$ cat src/tpc_pkg.sv
//------------------------------------------------------------
// Behaviour
// RULE_01: comparator select bit routes comparator result into channel 0 capture.
// RULE_02: with comparator routed, channel 0 pin is released, never driven.
// RULE_03: bus clock gate bit is set by reset; clearing it freezes the timer.
// RULE_04: prescaler divides by 1, 2, 4 ... 128, eight ratios.
// RULE_05: counter source is bus, fixed clock or external pin; slow ones synchronised.
// RULE_06: 16-bit counter, free-running or modulo, up or up/down.
// RULE_07: one to eight channels, a flag per channel plus an overflow flag.
// RULE_08: center mode bit forces all channels into center-aligned pwm.
// RULE_09: debug halt freezes counting until it is released.
// RULE_10: wait mode changes nothing; the timer keeps running.
// RULE_11: capture copies the counter into the channel value and sets the flag.
// RULE_12: capture edge is rising, falling, both or none; none disables the channel.
// RULE_13: compare match sets flag and drives low, high, toggles or leaves pin.
// RULE_14: edge pwm period is modulo plus one counts, value sets duty, polarity selectable.
// RULE_15: edge pwm flags at period end and at duty match; all start together.
// RULE_16: center pwm period is twice modulo, value is half the active time.
// RULE_17: center pwm counts up to modulo, then down to zero, repeating.
// RULE_18: center pwm goes active on down match, inactive on up match.
// RULE_19: modulo of all zeros or all ones gives a free-running counter.
// RULE_20: reading the counter never disturbs counting.
// RULE_21: any counter write clears the counter whatever the data.
// RULE_22: after reset nothing is enabled; unused pins stay with port control.
// RULE_23: high-true edge pwm goes high at zero, low at match; low-true inverts.
// RULE_24: up counting wraps to zero after the modulo value and sets overflow.
//------------------------------------------------------------
package tpc_pkg;

	localparam int TPC_CNT_W = 16;
	localparam int TPC_CH_MAX = 8;
	localparam int TPC_PS_W = 7;
	localparam logic [15:0] TPC_CNT_RST = 16'h0000;
	localparam logic [15:0] TPC_MOD_FREE_LO = 16'h0000;
	localparam logic [15:0] TPC_MOD_FREE_HI = 16'hffff;
	localparam logic TPC_GATE_RST = 1'h1;
	localparam logic [1:0] TPC_MODE_IC = 2'h0;
	localparam logic [1:0] TPC_MODE_OC = 2'h1;
	localparam logic [1:0] TPC_ELS_OFF = 2'h0;
	localparam logic [1:0] TPC_ELS_TOG = 2'h1;
	localparam logic [1:0] TPC_ELS_CLR = 2'h2;
	localparam logic [1:0] TPC_ELS_SET = 2'h3;

	// counter clock source select
	typedef enum logic [1:0] {TPC_CS_OFF, TPC_CS_BUS, TPC_CS_FIX, TPC_CS_EXT} tpc_clk_e;

	// counting direction
	typedef enum logic {TPC_UP, TPC_DOWN} tpc_dir_e;

endpackage : tpc_pkg

$ cat src/tpc_sync.sv
`timescale 1ns/100ps
`default_nettype none
module tpc_sync #(
	parameter int W = 1
) (
	input wire logic i_clk,
	input wire logic i_rst,
	input wire logic [W-1:0] i_async,
	output logic [W-1:0] o_sync
);

	logic [W-1:0] meta_ff;
	logic [W-1:0] sync_ff;

	// two flop synchroniser, first stage read only by the second
	always_ff @(posedge i_clk) begin
		if (i_rst) begin
			meta_ff <= '0;
			sync_ff <= '0;
		end else begin
			meta_ff <= i_async;
			sync_ff <= meta_ff;
		end
	end

	assign o_sync = sync_ff;

endmodule : tpc_sync
`default_nettype wire

$ cat src/tpc_chan.sv
`timescale 1ns/100ps
`default_nettype none
module tpc_chan
	import tpc_pkg::*;
(
	input wire logic i_clk,
	input wire logic i_rst,
	input wire logic i_en,
	input wire logic i_on,
	input wire logic i_tick,
	input wire logic i_wrap,
	input wire logic i_down,
	input wire logic i_center_pwm_mode,
	input wire logic [TPC_CNT_W-1:0] i_cnt,
	input wire logic [1:0] i_mode,
	input wire logic [1:0] i_els,
	input wire logic i_pin,
	input wire logic i_blk,
	input wire logic i_val_wr,
	input wire logic [TPC_CNT_W-1:0] i_val_data,
	input wire logic i_flag_clr,
	output logic [TPC_CNT_W-1:0] o_val,
	output logic o_flag,
	output logic o_pin,
	output logic o_oe
);

	logic [TPC_CNT_W-1:0] val_ff;
	logic flag_ff;
	logic pin_ff;
	logic oe_ff;
	logic prev_ff;
	logic used;
	logic is_ic;
	logic is_oc;
	logic is_ep;
	logic cap;
	logic match;

	// channel function decode
	assign used = i_on & (i_els != TPC_ELS_OFF); // RULE_12 RULE_22
	assign is_ic = ~i_center_pwm_mode & (i_mode == TPC_MODE_IC); // RULE_08
	assign is_oc = ~i_center_pwm_mode & (i_mode == TPC_MODE_OC);
	assign is_ep = ~i_center_pwm_mode & i_mode[1];
	assign cap = i_en & used & is_ic & ((i_els[0] & i_pin & ~prev_ff) | (i_els[1] & ~i_pin & prev_ff)); // RULE_12
	assign match = i_en & i_tick & ~is_ic & (i_cnt == val_ff);

	// edge history of the synchronised input
	always_ff @(posedge i_clk) begin
		if (i_rst) begin
			prev_ff <= 1'h0;
		end else if (i_en) begin
			prev_ff <= i_pin;
		end
	end

	// channel value: capture has priority over a write
	always_ff @(posedge i_clk) begin
		if (i_rst) begin
			val_ff <= TPC_CNT_RST;
		end else if (cap) begin
			val_ff <= i_cnt; // RULE_11
		end else if (i_en && i_val_wr) begin
			val_ff <= i_val_data;
		end
	end

	// sticky flag, a new event beats a clear
	always_ff @(posedge i_clk) begin
		if (i_rst) begin
			flag_ff <= 1'h0;
		end else if (i_en) begin
			flag_ff <= (flag_ff & ~i_flag_clr) | cap | match; // RULE_07 RULE_11 RULE_13 RULE_15
		end
	end

	// pin level for compare and both pwm kinds
	always_ff @(posedge i_clk) begin
		if (i_rst) begin
			pin_ff <= 1'h0;
		end else if (i_en && used) begin
			if (i_center_pwm_mode) begin
				if (match) begin
					pin_ff <= i_down ? ~i_els[0] : i_els[0]; // RULE_18
				end
			end else if (is_ep) begin
				if (i_wrap) begin
					pin_ff <= ~i_els[0]; // RULE_23 RULE_15
				end else if (match) begin
					pin_ff <= i_els[0]; // RULE_14 RULE_23
				end
			end else if (is_oc && match) begin
				case (i_els)
					TPC_ELS_TOG: pin_ff <= ~pin_ff; // RULE_13
					TPC_ELS_CLR: pin_ff <= 1'h0;
					TPC_ELS_SET: pin_ff <= 1'h1;
					default: pin_ff <= pin_ff;
				endcase
			end
		end
	end

	// drive enable, released to port control when unused
	always_ff @(posedge i_clk) begin
		if (i_rst) begin
			oe_ff <= 1'h0; // RULE_22
		end else if (i_en) begin
			oe_ff <= used & ~is_ic & ~i_blk; // RULE_02
		end
	end

	assign o_val = val_ff;
	assign o_flag = flag_ff;
	assign o_pin = pin_ff;
	assign o_oe = oe_ff;

endmodule : tpc_chan
`default_nettype wire

$ cat src/tpc_timer.sv
`timescale 1ns/100ps
`default_nettype none
module tpc_timer
	import tpc_pkg::*;
#(
	parameter int NCH = TPC_CH_MAX
) (
	input wire logic i_clk,
	input wire logic i_rst,
	input wire logic i_gate_wr,
	input wire logic i_gate_val,
	input wire logic [1:0] i_clk_sel,
	input wire logic [2:0] i_presc,
	input wire logic i_center_pwm_mode,
	input wire logic [TPC_CNT_W-1:0] i_mod_val,
	input wire logic i_cnt_wr,
	input wire logic i_ovf_clr,
	input wire logic i_bdm_halt,
	input wire logic i_fix_clk,
	input wire logic i_ext_clk,
	input wire logic i_analog_comparator_out,
	input wire logic i_analog_comparator_sel,
	input wire logic [2*NCH-1:0] i_ch_mode,
	input wire logic [2*NCH-1:0] i_ch_els,
	input wire logic [NCH-1:0] i_ch_val_wr,
	input wire logic [TPC_CNT_W*NCH-1:0] i_ch_val_data,
	input wire logic [NCH-1:0] i_ch_flag_clr,
	input wire logic [NCH-1:0] i_ch_pin,
	output logic [NCH-1:0] o_ch_pin_out,
	output logic [NCH-1:0] o_ch_pin_oe,
	output logic [NCH-1:0] o_ch_flag,
	output logic [TPC_CNT_W*NCH-1:0] o_ch_val,
	output logic [TPC_CNT_W-1:0] o_count,
	output logic o_ovf_flag,
	output logic o_gate,
	output logic o_ch0_taken
);

	//------------------------------------------------------------
	// parameter check
	//------------------------------------------------------------

	// between one and eight channels can be served
	generate
		if (NCH < 1 || NCH > TPC_CH_MAX) begin : g_bad_nch
			$error("tpc_timer: channel count out of range");
		end
	endgenerate

	//------------------------------------------------------------
	// declarations
	//------------------------------------------------------------

	logic gate_ff;
	logic ch0_taken_ff;
	logic [TPC_CNT_W-1:0] cnt_ff;
	logic [TPC_CNT_W-1:0] nxt_cnt;
	tpc_dir_e dir_ff;
	tpc_dir_e nxt_dir;
	logic ovf_ff;
	logic ovf_evt;
	logic [TPC_PS_W-1:0] ps_ff;
	logic [TPC_PS_W-1:0] ps_mask;
	logic [NCH+2:0] sync_in;
	logic [NCH+2:0] sync_out;
	logic [NCH-1:0] pin_s;
	logic fix_s;
	logic ext_s;
	logic analog_comparator_s;
	logic fix_prev_ff;
	logic ext_prev_ff;
	logic src_tick;
	logic tick;
	logic run;
	logic wrap;
	logic free_run;
	logic [TPC_CNT_W-1:0] top;
	logic [NCH-1:0] cap_in;
	tpc_clk_e clk_sel;

	//------------------------------------------------------------
	// pin synchronisers
	//------------------------------------------------------------

	// every asynchronous input passes two flops before use
	assign sync_in = {i_analog_comparator_out, i_ext_clk, i_fix_clk, i_ch_pin};

	tpc_sync #(
		.W(NCH + 3)
	) u_sync (
		.i_clk(i_clk),
		.i_rst(i_rst),
		.i_async(sync_in),
		.o_sync(sync_out)
	);

	assign pin_s = sync_out[NCH-1:0];
	assign fix_s = sync_out[NCH]; // RULE_05
	assign ext_s = sync_out[NCH+1];
	assign analog_comparator_s = sync_out[NCH+2];

	//------------------------------------------------------------
	// clock gate and comparator routing
	//------------------------------------------------------------

	// gate bit comes up set after every reset
	always_ff @(posedge i_clk) begin
		if (i_rst) begin
			gate_ff <= TPC_GATE_RST; // RULE_03
		end else if (i_gate_wr) begin
			gate_ff <= i_gate_val;
		end
	end

	// reports that channel 0 pin is withheld from the outside
	always_ff @(posedge i_clk) begin
		if (i_rst) begin
			ch0_taken_ff <= 1'h0;
		end else begin
			ch0_taken_ff <= i_analog_comparator_sel; // RULE_02
		end
	end

	// channel 0 capture source: comparator or pin
	always_comb begin
		cap_in = pin_s;
		if (i_analog_comparator_sel) begin
			cap_in[0] = analog_comparator_s; // RULE_01
		end
	end

	//------------------------------------------------------------
	// counter clock source and prescaler
	//------------------------------------------------------------

	assign clk_sel = tpc_clk_e'(i_clk_sel);

	// edge history of the slow clock sources
	always_ff @(posedge i_clk) begin
		if (i_rst) begin
			fix_prev_ff <= 1'h0;
			ext_prev_ff <= 1'h0;
		end else begin
			fix_prev_ff <= fix_s;
			ext_prev_ff <= ext_s;
		end
	end

	// one pulse per source clock; wait mode does not affect it
	always_comb begin
		case (clk_sel)
			TPC_CS_BUS: src_tick = 1'h1; // RULE_05 RULE_10
			TPC_CS_FIX: src_tick = fix_s & ~fix_prev_ff;
			TPC_CS_EXT: src_tick = ext_s & ~ext_prev_ff;
			default: src_tick = 1'h0;
		endcase
	end

	// gate off or debug halt freezes the whole counting path
	assign run = gate_ff & ~i_bdm_halt; // RULE_09 RULE_03

	// power of two divider taps
	assign ps_mask = TPC_PS_W'((8'h01 << i_presc) - 8'h01); // RULE_04

	always_ff @(posedge i_clk) begin
		if (i_rst) begin
			ps_ff <= '0;
		end else if (gate_ff && i_cnt_wr) begin
			ps_ff <= '0; // RULE_21
		end else if (run && src_tick) begin
			ps_ff <= ps_ff + TPC_PS_W'(1);
		end
	end

	assign tick = run & src_tick & ((ps_ff & ps_mask) == ps_mask); // RULE_04

	//------------------------------------------------------------
	// main counter
	//------------------------------------------------------------

	// all zeros or all ones modulo means free running
	assign free_run = (i_mod_val == TPC_MOD_FREE_LO) || (i_mod_val == TPC_MOD_FREE_HI); // RULE_19
	assign top = free_run ? TPC_MOD_FREE_HI : i_mod_val;
	assign wrap = tick & ~i_center_pwm_mode & (cnt_ff == top);

	// next count, direction and terminal count event
	always_comb begin
		nxt_cnt = cnt_ff;
		nxt_dir = dir_ff;
		ovf_evt = 1'h0;
		if (!i_center_pwm_mode) begin
			nxt_dir = TPC_UP;
			if (cnt_ff == top) begin
				nxt_cnt = TPC_CNT_RST; // RULE_24 RULE_06
				ovf_evt = 1'h1;
			end else begin
				nxt_cnt = cnt_ff + 16'h0001;
			end
		end else if (dir_ff == TPC_UP) begin
			if (cnt_ff >= top) begin
				nxt_dir = TPC_DOWN; // RULE_17
				nxt_cnt = cnt_ff - 16'h0001;
			end else begin
				nxt_cnt = cnt_ff + 16'h0001;
			end
		end else begin
			if (cnt_ff == TPC_CNT_RST) begin
				nxt_dir = TPC_UP; // RULE_17 RULE_16
				nxt_cnt = cnt_ff + 16'h0001;
				ovf_evt = 1'h1;
			end else begin
				nxt_cnt = cnt_ff - 16'h0001;
			end
		end
	end

	// counter register; a write clears it, reads have no side effect
	always_ff @(posedge i_clk) begin
		if (i_rst) begin
			cnt_ff <= TPC_CNT_RST;
			dir_ff <= TPC_UP;
		end else if (gate_ff && i_cnt_wr) begin
			cnt_ff <= TPC_CNT_RST; // RULE_21
			dir_ff <= TPC_UP;
		end else if (tick) begin
			cnt_ff <= nxt_cnt; // RULE_06 RULE_20
			dir_ff <= nxt_dir;
		end
	end

	// overflow flag, set beats clear
	always_ff @(posedge i_clk) begin
		if (i_rst) begin
			ovf_ff <= 1'h0;
		end else if (gate_ff) begin
			ovf_ff <= (ovf_ff & ~i_ovf_clr) | (tick & ovf_evt); // RULE_24 RULE_07 RULE_15
		end
	end

	//------------------------------------------------------------
	// channels
	//------------------------------------------------------------

	// one channel instance per configured channel
	generate
		for (genvar g = 0; g < NCH; g++) begin : g_ch
			tpc_chan u_chan (
				.i_clk(i_clk),
				.i_rst(i_rst),
				.i_en(gate_ff),
				.i_on(clk_sel != TPC_CS_OFF), // RULE_22
				.i_tick(tick),
				.i_wrap(wrap),
				.i_down(dir_ff == TPC_DOWN),
				.i_center_pwm_mode(i_center_pwm_mode), // RULE_08
				.i_cnt(cnt_ff),
				.i_mode(i_ch_mode[2*g +: 2]),
				.i_els(i_ch_els[2*g +: 2]),
				.i_pin(cap_in[g]),
				.i_blk((g == 0) && i_analog_comparator_sel), // RULE_02
				.i_val_wr(i_ch_val_wr[g]),
				.i_val_data(i_ch_val_data[TPC_CNT_W*g +: TPC_CNT_W]),
				.i_flag_clr(i_ch_flag_clr[g]),
				.o_val(o_ch_val[TPC_CNT_W*g +: TPC_CNT_W]),
				.o_flag(o_ch_flag[g]),
				.o_pin(o_ch_pin_out[g]),
				.o_oe(o_ch_pin_oe[g])
			);
		end
	endgenerate

	//------------------------------------------------------------
	// outputs
	//------------------------------------------------------------

	assign o_count = cnt_ff;
	assign o_ovf_flag = ovf_ff;
	assign o_gate = gate_ff;
	assign o_ch0_taken = ch0_taken_ff;

endmodule : tpc_timer
`default_nettype wire

$ cat config.mk
export PLATFORM = sky130hd
export DESIGN_NAME = tpc_timer
export DESIGN_NICKNAME = d
export VERILOG_FILES = /design/src/tpc_pkg.sv /design/src/tpc_sync.sv /design/src/tpc_chan.sv /design/src/tpc_timer.sv
export SDC_FILE = /design/constraint.sdc
export NUM_CORES = 1
export LEC_CHECK = 0
export ABC_AREA = 1
export ABC_CLOCK_PERIOD_IN_PS = 8500
export BUFFER_PORTS_ARGS = -buffer_cell sky130_fd_sc_hd__buf_4
export CORE_MARGIN = 2
export CORE_UTILIZATION = 57
export DETAILED_ROUTE_END_ITERATION = 12
export PLACE_DENSITY = 0.85
export SLEW_MARGIN = 25
export SYNTH_ARGS = -nofsm -noshare
export SYNTH_HDL_FRONTEND = slang
export SYNTH_SLANG_ARGS = --single-unit
export TNS_END_PERCENT = 30
$ cat constraint.sdc
create_clock -name i_clk -period 8.5 [get_ports i_clk]
set_input_delay 1.275 -clock i_clk [delete_from_list [all_inputs] [get_ports i_clk]]
set_output_delay 1.275 -clock i_clk [all_outputs]
set_load 0.03 [all_outputs]
-- After elaboration in Yosys (flattened, before gate mapping)
Index checks and enable logic that the tools add are counted.
- add/subtract/negate cells: 4
- multiply operators: 0
- div/mod/pow operators: 0
- $lt $le $gt $ge: 1
- equality and inequality tests: 62
- shift operators: 1
- mux-type cells: 96
- bitwise logic cells: 211
- reductions and logical operators: 79
- operators with widths (kind ; number):
    2-to-1 mux 16 bit ; 22
    equality test 16 bit ; 9
    bitwise AND 1 bit ; 131
    2-to-1 mux 1 bit ; 65
    inverter 1 bit ; 54
    AND reduction 5 bit ; 8
    nonzero test 5 bit ; 8
    equality test 2 bit, second input constant ; 18
    equality test 2 x 1 -> 1 bit, second input constant ; 17
    nonzero test 2 bit ; 17
    zero test 16 bit ; 2
    case mux 1 bit (3 select lines) ; 9
    logical AND 1 bit ; 26
    OR 1 bit ; 25
    nonzero test 3 bit ; 8
    != test 3 bit, second input constant ; 7
    adder 16 x 1 -> 16 bit, second input constant ; 1
    equality test 16 bit, second input constant ; 1
    greater-or-equal comparator 16 bit ; 1
    zero test 2 bit ; 8
    != test 2 x 1 -> 1 bit, second input constant ; 8
    subtractor 16 x 1 -> 16 bit, second input constant ; 1
    adder 7 x 1 -> 7 bit, second input constant ; 1
    bitwise AND 7 bit ; 1
    other kinds (6) ; 6
- flip-flop bits (word level): 211
- bits in latches: 0
- memory bits (writable): 0
- ROM bits: 0
- bits of input ports: 217
- output and inout port bits: 171
- logic and storage cells: 504
- memories: 0

-- Depth between registers and ports, before layout
- depth after elaboration: 12
- gate-level depth with buffers: 20
- depth with buffers taken out: 18

-- Hierarchy
From an unflattened synthesis, not the netlist that was laid out.
- cells, all modules: 2258
- area total of the unflattened synthesis: 13987.2 sq um
- by module, submodules not included (module ; instances ; cells each ; area an instance (sq um) ; sequential area each (sq um)):
    tpc_chan ; 8 ; 216 ; 1302.5 ; 400.4
    tpc_timer ; 1 ; 462 ; 2939.1 ; 580.6
    tpc_sync ; 1 ; 68 ; 628.1 ; 440.4

-- Least setup slack after synthesis
No wires, ideal clock.
- path kind: input -> register
- from: in i_mod_val[7]
- to: reg g_ch[0].u_chan.pin_ff
- library setup time: 0.113 ns
- data arrival time: 4.028 ns
- data required time: 8.387 ns
- path slack: 4.360 ns
- stages on the path: 19
- path buffers: 2
- path through: nand4_1 o41ai_1 clkbuf_1 nor2_1 ha_1 nand2_1 nor2_1 nand2_1 inv_1 nand3_1 nor2_4 nand3_2 buf_2 nand2_1 nand3_1 nand2_1 nand2_1 nor2_1 nor2_1
- cells in the longest elaborated chain, start to end: 8
- elaborated cells on any way between the ends: 11
- classes of those cells: 3 x eq/ne; 4 x mux; 1 x bitwise; 3 x reduce/logical
- RTL lines (item ; RTL line ; RTL):
    from (decl) ; tpc_timer.sv:15 ; input wire logic [TPC_CNT_W-1:0] i_mod_val,
    equality test 16 bit or zero test 16 bit (tied branches) ; tpc_timer.sv:182 ; assign free_run = (i_mod_val == TPC_MOD_FREE_LO) || (i_mod_val == TPC_MOD_FREE_HI);
    logical OR 1 bit ; tpc_timer.sv:182 ;
    2-to-1 mux 16 bit * ; tpc_timer.sv:183 ; assign top = free_run ? TPC_MOD_FREE_HI : i_mod_val;
    equality test 16 bit * ; tpc_timer.sv:184 ; assign wrap = tick & ~i_center_pwm_mode & (cnt_ff == top);
    bitwise AND 1 bit * ; tpc_timer.sv:184 ;
    2-to-1 mux 1 bit ; tpc_chan.sv:87 ; if (i_wrap) begin
    2-to-1 mux 1 bit ; tpc_chan.sv:86 ; end else if (is_ep) begin
    2-to-1 mux 1 bit ; tpc_chan.sv:82 ; if (i_center_pwm_mode) begin
    to (signal assigned) ; tpc_chan.sv:84 ; pin_ff <= i_down ? ~i_els[0] : i_els[0];
    to (signal assigned) ; tpc_chan.sv:88 ; pin_ff <= ~i_els[0];
    to (signal assigned) ; tpc_chan.sv:90 ; pin_ff <= i_els[0];
    to (decl) ; tpc_chan.sv:30 ; logic pin_ff;
Mark *: on every way between the ends. The rest lies on a longest branch, timed or not.
A chain may end at the register's enable or synchronous reset.

-- Worst setup path after layout
- from: in i_mod_val[7]
- to: reg g_ch[2].u_chan.pin_ff
- cells in the longest elaborated chain, start to end: 8
- elaborated cells on any way between the ends: 11
- classes of those cells: 3 x eq/ne; 4 x mux; 1 x bitwise; 3 x reduce/logical
- RTL lines (item ; RTL line):
    equality test 16 bit or zero test 16 bit (tied branches) ; tpc_timer.sv:182
    logical OR 1 bit ; tpc_timer.sv:182
    2-to-1 mux 16 bit * ; tpc_timer.sv:183
    equality test 16 bit * ; tpc_timer.sv:184
    bitwise AND 1 bit * ; tpc_timer.sv:184
    2-to-1 mux 1 bit ; tpc_chan.sv:87
    2-to-1 mux 1 bit ; tpc_chan.sv:86
    2-to-1 mux 1 bit ; tpc_chan.sv:82
    to (signal assigned) ; tpc_chan.sv:84
    to (signal assigned) ; tpc_chan.sv:88
    to (signal assigned) ; tpc_chan.sv:90
    to (decl) ; tpc_chan.sv:30
Marked as above.

==> impl_results.md <==
* Status: finished, final reports clean
* Post-synth top area cell: dfxtp_1
* RD Place Congestion at 0.983
* Initial Util at 58.1%
* Core Area at 22600 sq um
* Die Y at 156 microns
* Post-CTS Resized at 0
* Initial antenna violation count at 0
* VDD IR max at 0.000188 V
* Drt first pass iters at 6
* Max clock buf depth at 3
* Syn nets at 2304
* Full die area at 24300 sq um
* Layout Area Growth over Synthesis at 26.8%
* PwrDens at 165 nW/um^2
* Register area share after synthesis at 32.1%
* Post-synth EDFFs at 0
* RSZ-0062 raised after global routing: false
* Max-slew violations at 0
* TritonCTS clock tree: yes
* Rel. slew slack at 22.2%
* Hpwl dp at 34900 microns
* CTS buffer count at 24
* Worst EP arrival at 4570 ps
* CP delay by family, top: simple AND/OR/NAND/NOR gates
* Synthesis-stage register bit count at 211
* Net Switching at 819 uW
* Seq pwr share at 39.6%
* Comb pwr share at 19.7%
* Critical path class: input port to register
* Fraction of registers with async set/reset at 0%
* Routed Wire Length at 50800 microns
* Synthesized area at 13200 sq um
* Layout cells sized above 1 at 20.1%
* Width of the die at 156 microns
* Initial DRC count at 1553
* Tcrit/Tclk final at 48.3%
* Clock network power share at 40.7%
* Final Core Density at 73.7%
* CTS HTree Levels at 1
* CP max stage delay at 770 ps
* Worst Path Required at 8960 ps
* CP Max Fanout at 16
* Tmin final at 4100 ps
* Most frequent CP cell: nand2_1
* Max Freq at 244 MHz
* Leak at 8.03 nW
* Rows at 55
* Synth Instances at 2066
* Remaining DRCs at 0
* Worst hold path type: register to register
* Clock-pin transition on the worst setup and hold timing paths at 60 ps
* Post-CTS setup buffer count at 0
* IO Pins at 388
* Final Skew at 7.56 ps
* Vias per std cell at 5.86
* First-pass GRT wire length at 75700 microns
* Drt wl/cell at 19.2 microns
* Vias in the first global route at 14.2k
* Total number of vias at 15.5k
* Crit path capture type: register
* Largest net degree at the start of global routing at 56
* Crit-path cells: buf_4 -> nand4_1 -> o41ai_4 -> nor2_1 -> ha_1 -> nand2_1 -> nor2_1 -> nand2_1 -> inv_1 -> nand3_1 -> nor2_4 -> nand3_2 -> nand3_1 -> nand3_1 -> nand2_1 -> nand2_1 -> nor2_1
* Worst setup margin at 4400 ps
* Total track usage at 39.4%
* Min Hold Slack at 404 ps
* Ys Warns at 0
* Post-DRT Antenna Nets at 0
* Final setup fails at 0
* Synth area leaders: dfxtp_1, nand2_1, nand3_1, o21ai_0, inv_1
* Total gr overflow at 0
* WP buf/inv at 2
* CP Launch Type: input port
* Placed Instances at 2606
* Synth Flop Type: dfxtp_1
* Clock sink total at 211
* Pre-CTS setup slack at 3640 ps
* Setup tns final at 0 ps
* Share of the synthesized area in the top cell type at 32.1%
* Internal power at 1.94 mW
* Final non-filler cell total at 2650
* Synth Area per Inst at 6.37 sq um
* Max_cap viols at 0
* Final-report hold violation count at 0
* Least-Margin Pin Slew at 1160 ps
* Nets@finish at 2585
* Worst path slowest cell: o41ai_4
* Port bufs at 387
* Root buffer cell: clkbuf_16
* Switching Fraction at 29.7%
* Worst-Skew Late Latency at 530 ps
* Synth cell types at 41
* CTS Hold Bufs at 0
* # diodes at 0
==> Yosys cell counts (all sizes together), types with 3 or more instances <==
| cell type | instances |
|---|---|
| clkbuf | 76 |
| nor3b | 3 |
| a211oi | 5 |
| nand4 | 21 |
| nor4 | 5 |
| o21ai | 177 |
| nand3 | 232 |
| ha | 21 |
| nor2 | 197 |
| a21oi | 125 |
| or2 | 9 |
| o21bai | 3 |
| xor2 | 58 |
| nand2 | 492 |
| xnor2 | 36 |
| nor3 | 12 |
| dfxtp | 211 |
| inv | 200 |
| clkinv | 3 |
| buf | 78 |
| a31oi | 92 |
| a221oi | 5 |
==> cell families (layout without fill, tap and decap cells) <==
logic type / after synthesis / after routing / share of synthesized area (%)
AOI/OAI and AO/OA: 410 / 410 / 16.9
xor gates and xnor gates: 94 / 94 / 6.26
adders and majority gates: 21 / 21 / 2.00
buffers and inverters: 357 / 656 / 11.6
DFF: 211 / 211 / 32.1
and+or+nand+nor: 973 / 973 / 31.1
==> area by class of cell <==
type	instances	area [sq um]
clock inverters	14	181
fillers	1879	5950
well taps	285	357
repair buffers	409	3070
multi-input cells	1498	7430
clock buffers	30	664
inverters	203	762
flip-flops and latches	211	4220
==> flip-flops by register name, summed over array words and instances (netlist names), 7 cells and up <==
signal               flops
ps_ff                    7
g_ch.u_chan.o_val      128
u_sync.meta_ff          11
g_ch.u_chan.o_oe         8
g_ch.u_chan.prev_ff      8
g_ch.u_chan.o_pin        8
o_count                 16
u_sync.o_sync           11
g_ch.u_chan.o_flag       8
==> stage by stage <==
step,total power [mW],instance area (sq um)
finish,2.76,16700
global route,2.84,16700
CTS,2.75,16700
floorplan,1.42,13200
detailed placement,1.64,15800
global placement,1.64,15800
==> power groups by stage <==
stage | Combinational (mW) | Sequential [mW] | Clock [mW]
after detailed placement | 0.533 | 1.11 | 0
final | 0.544 | 1.09 | 1.12
after global routing | 0.586 | 1.10 | 1.16
after CTS | 0.537 | 1.09 | 1.12
after floorplan | 0.249 | 1.18 | 0
after global placement | 0.525 | 1.11 | 0
==> worst min-delay path: cells and delay by family, from the launching register on <==
kind / cells / cell delay [ps]
flops: 1 / 300
buf+inv: 1 / 40
simple gates: 1 / 30
==> routing by layer <==
metal | up-vias | share of wire [%] | GRT usage (%)
li1 | 7318 | - | -
met1 | 7021 | 36 | 46.9
met2 | 990 | 46 | 66.8
met3 | 208 | 11 | 7.67
met4 | 0 | 5.9 | 21.8
met5 | - | 0 | 0
==> layout by cell type (no fill, tap or decap), types with 2 or more instances in the layout <==
cell | Yosys | routed
a211oi_1 | 5 | 5
clkbuf_8 | 0 | 2
nand3_1 | 231 | 230
xnor2_1 | 36 | 36
nand4_1 | 21 | 21
ha_1 | 21 | 21
buf_4 | 29 | 409
clkbuf_16 | 0 | 25
clkinv_2 | 0 | 6
nor3b_1 | 3 | 3
inv_1 | 194 | 194
nor4_1 | 5 | 5
clkinvlp_4 | 0 | 3
or2_2 | 8 | 8
o21bai_1 | 3 | 3
inv_2 | 6 | 7
xor2_1 | 58 | 58
nand3_2 | 1 | 2
nor2_1 | 192 | 192
a221oi_1 | 5 | 5
clkbuf_1 | 75 | 3
bufinv_16 | 0 | 4
nand2_1 | 491 | 491
a21oi_1 | 124 | 124
o21ai_0 | 176 | 176
nor3_1 | 12 | 12
a31oi_1 | 91 | 91
nor2_4 | 3 | 3
dfxtp_1 | 211 | 211
nor2_2 | 2 | 2
clkinv_1 | 3 | 2
==> path summary, 6_finish.rpt <==
kind / slack, ps / cells after the start / startpoint / endpoint
worst max-delay path: 4400 / 17 / i_mod_val[7] / g_ch[2].u_chan.o_pin$_SDFFE_PP0P_
worst min-delay path: 400 / 2 / u_sync.meta_ff[0]$_SDFF_PP0_ / u_sync.o_sync[0]$_SDFF_PP0_
worst max register to register: 4840 / 9 / o_count[1]$_SDFFE_PP0N_ / o_count[5]$_SDFFE_PP0N_
worst min register to register: 400 / 2 / u_sync.meta_ff[0]$_SDFF_PP0_ / u_sync.o_sync[0]$_SDFF_PP0_
No activity file was read; power rests on OpenSTA's default activity.
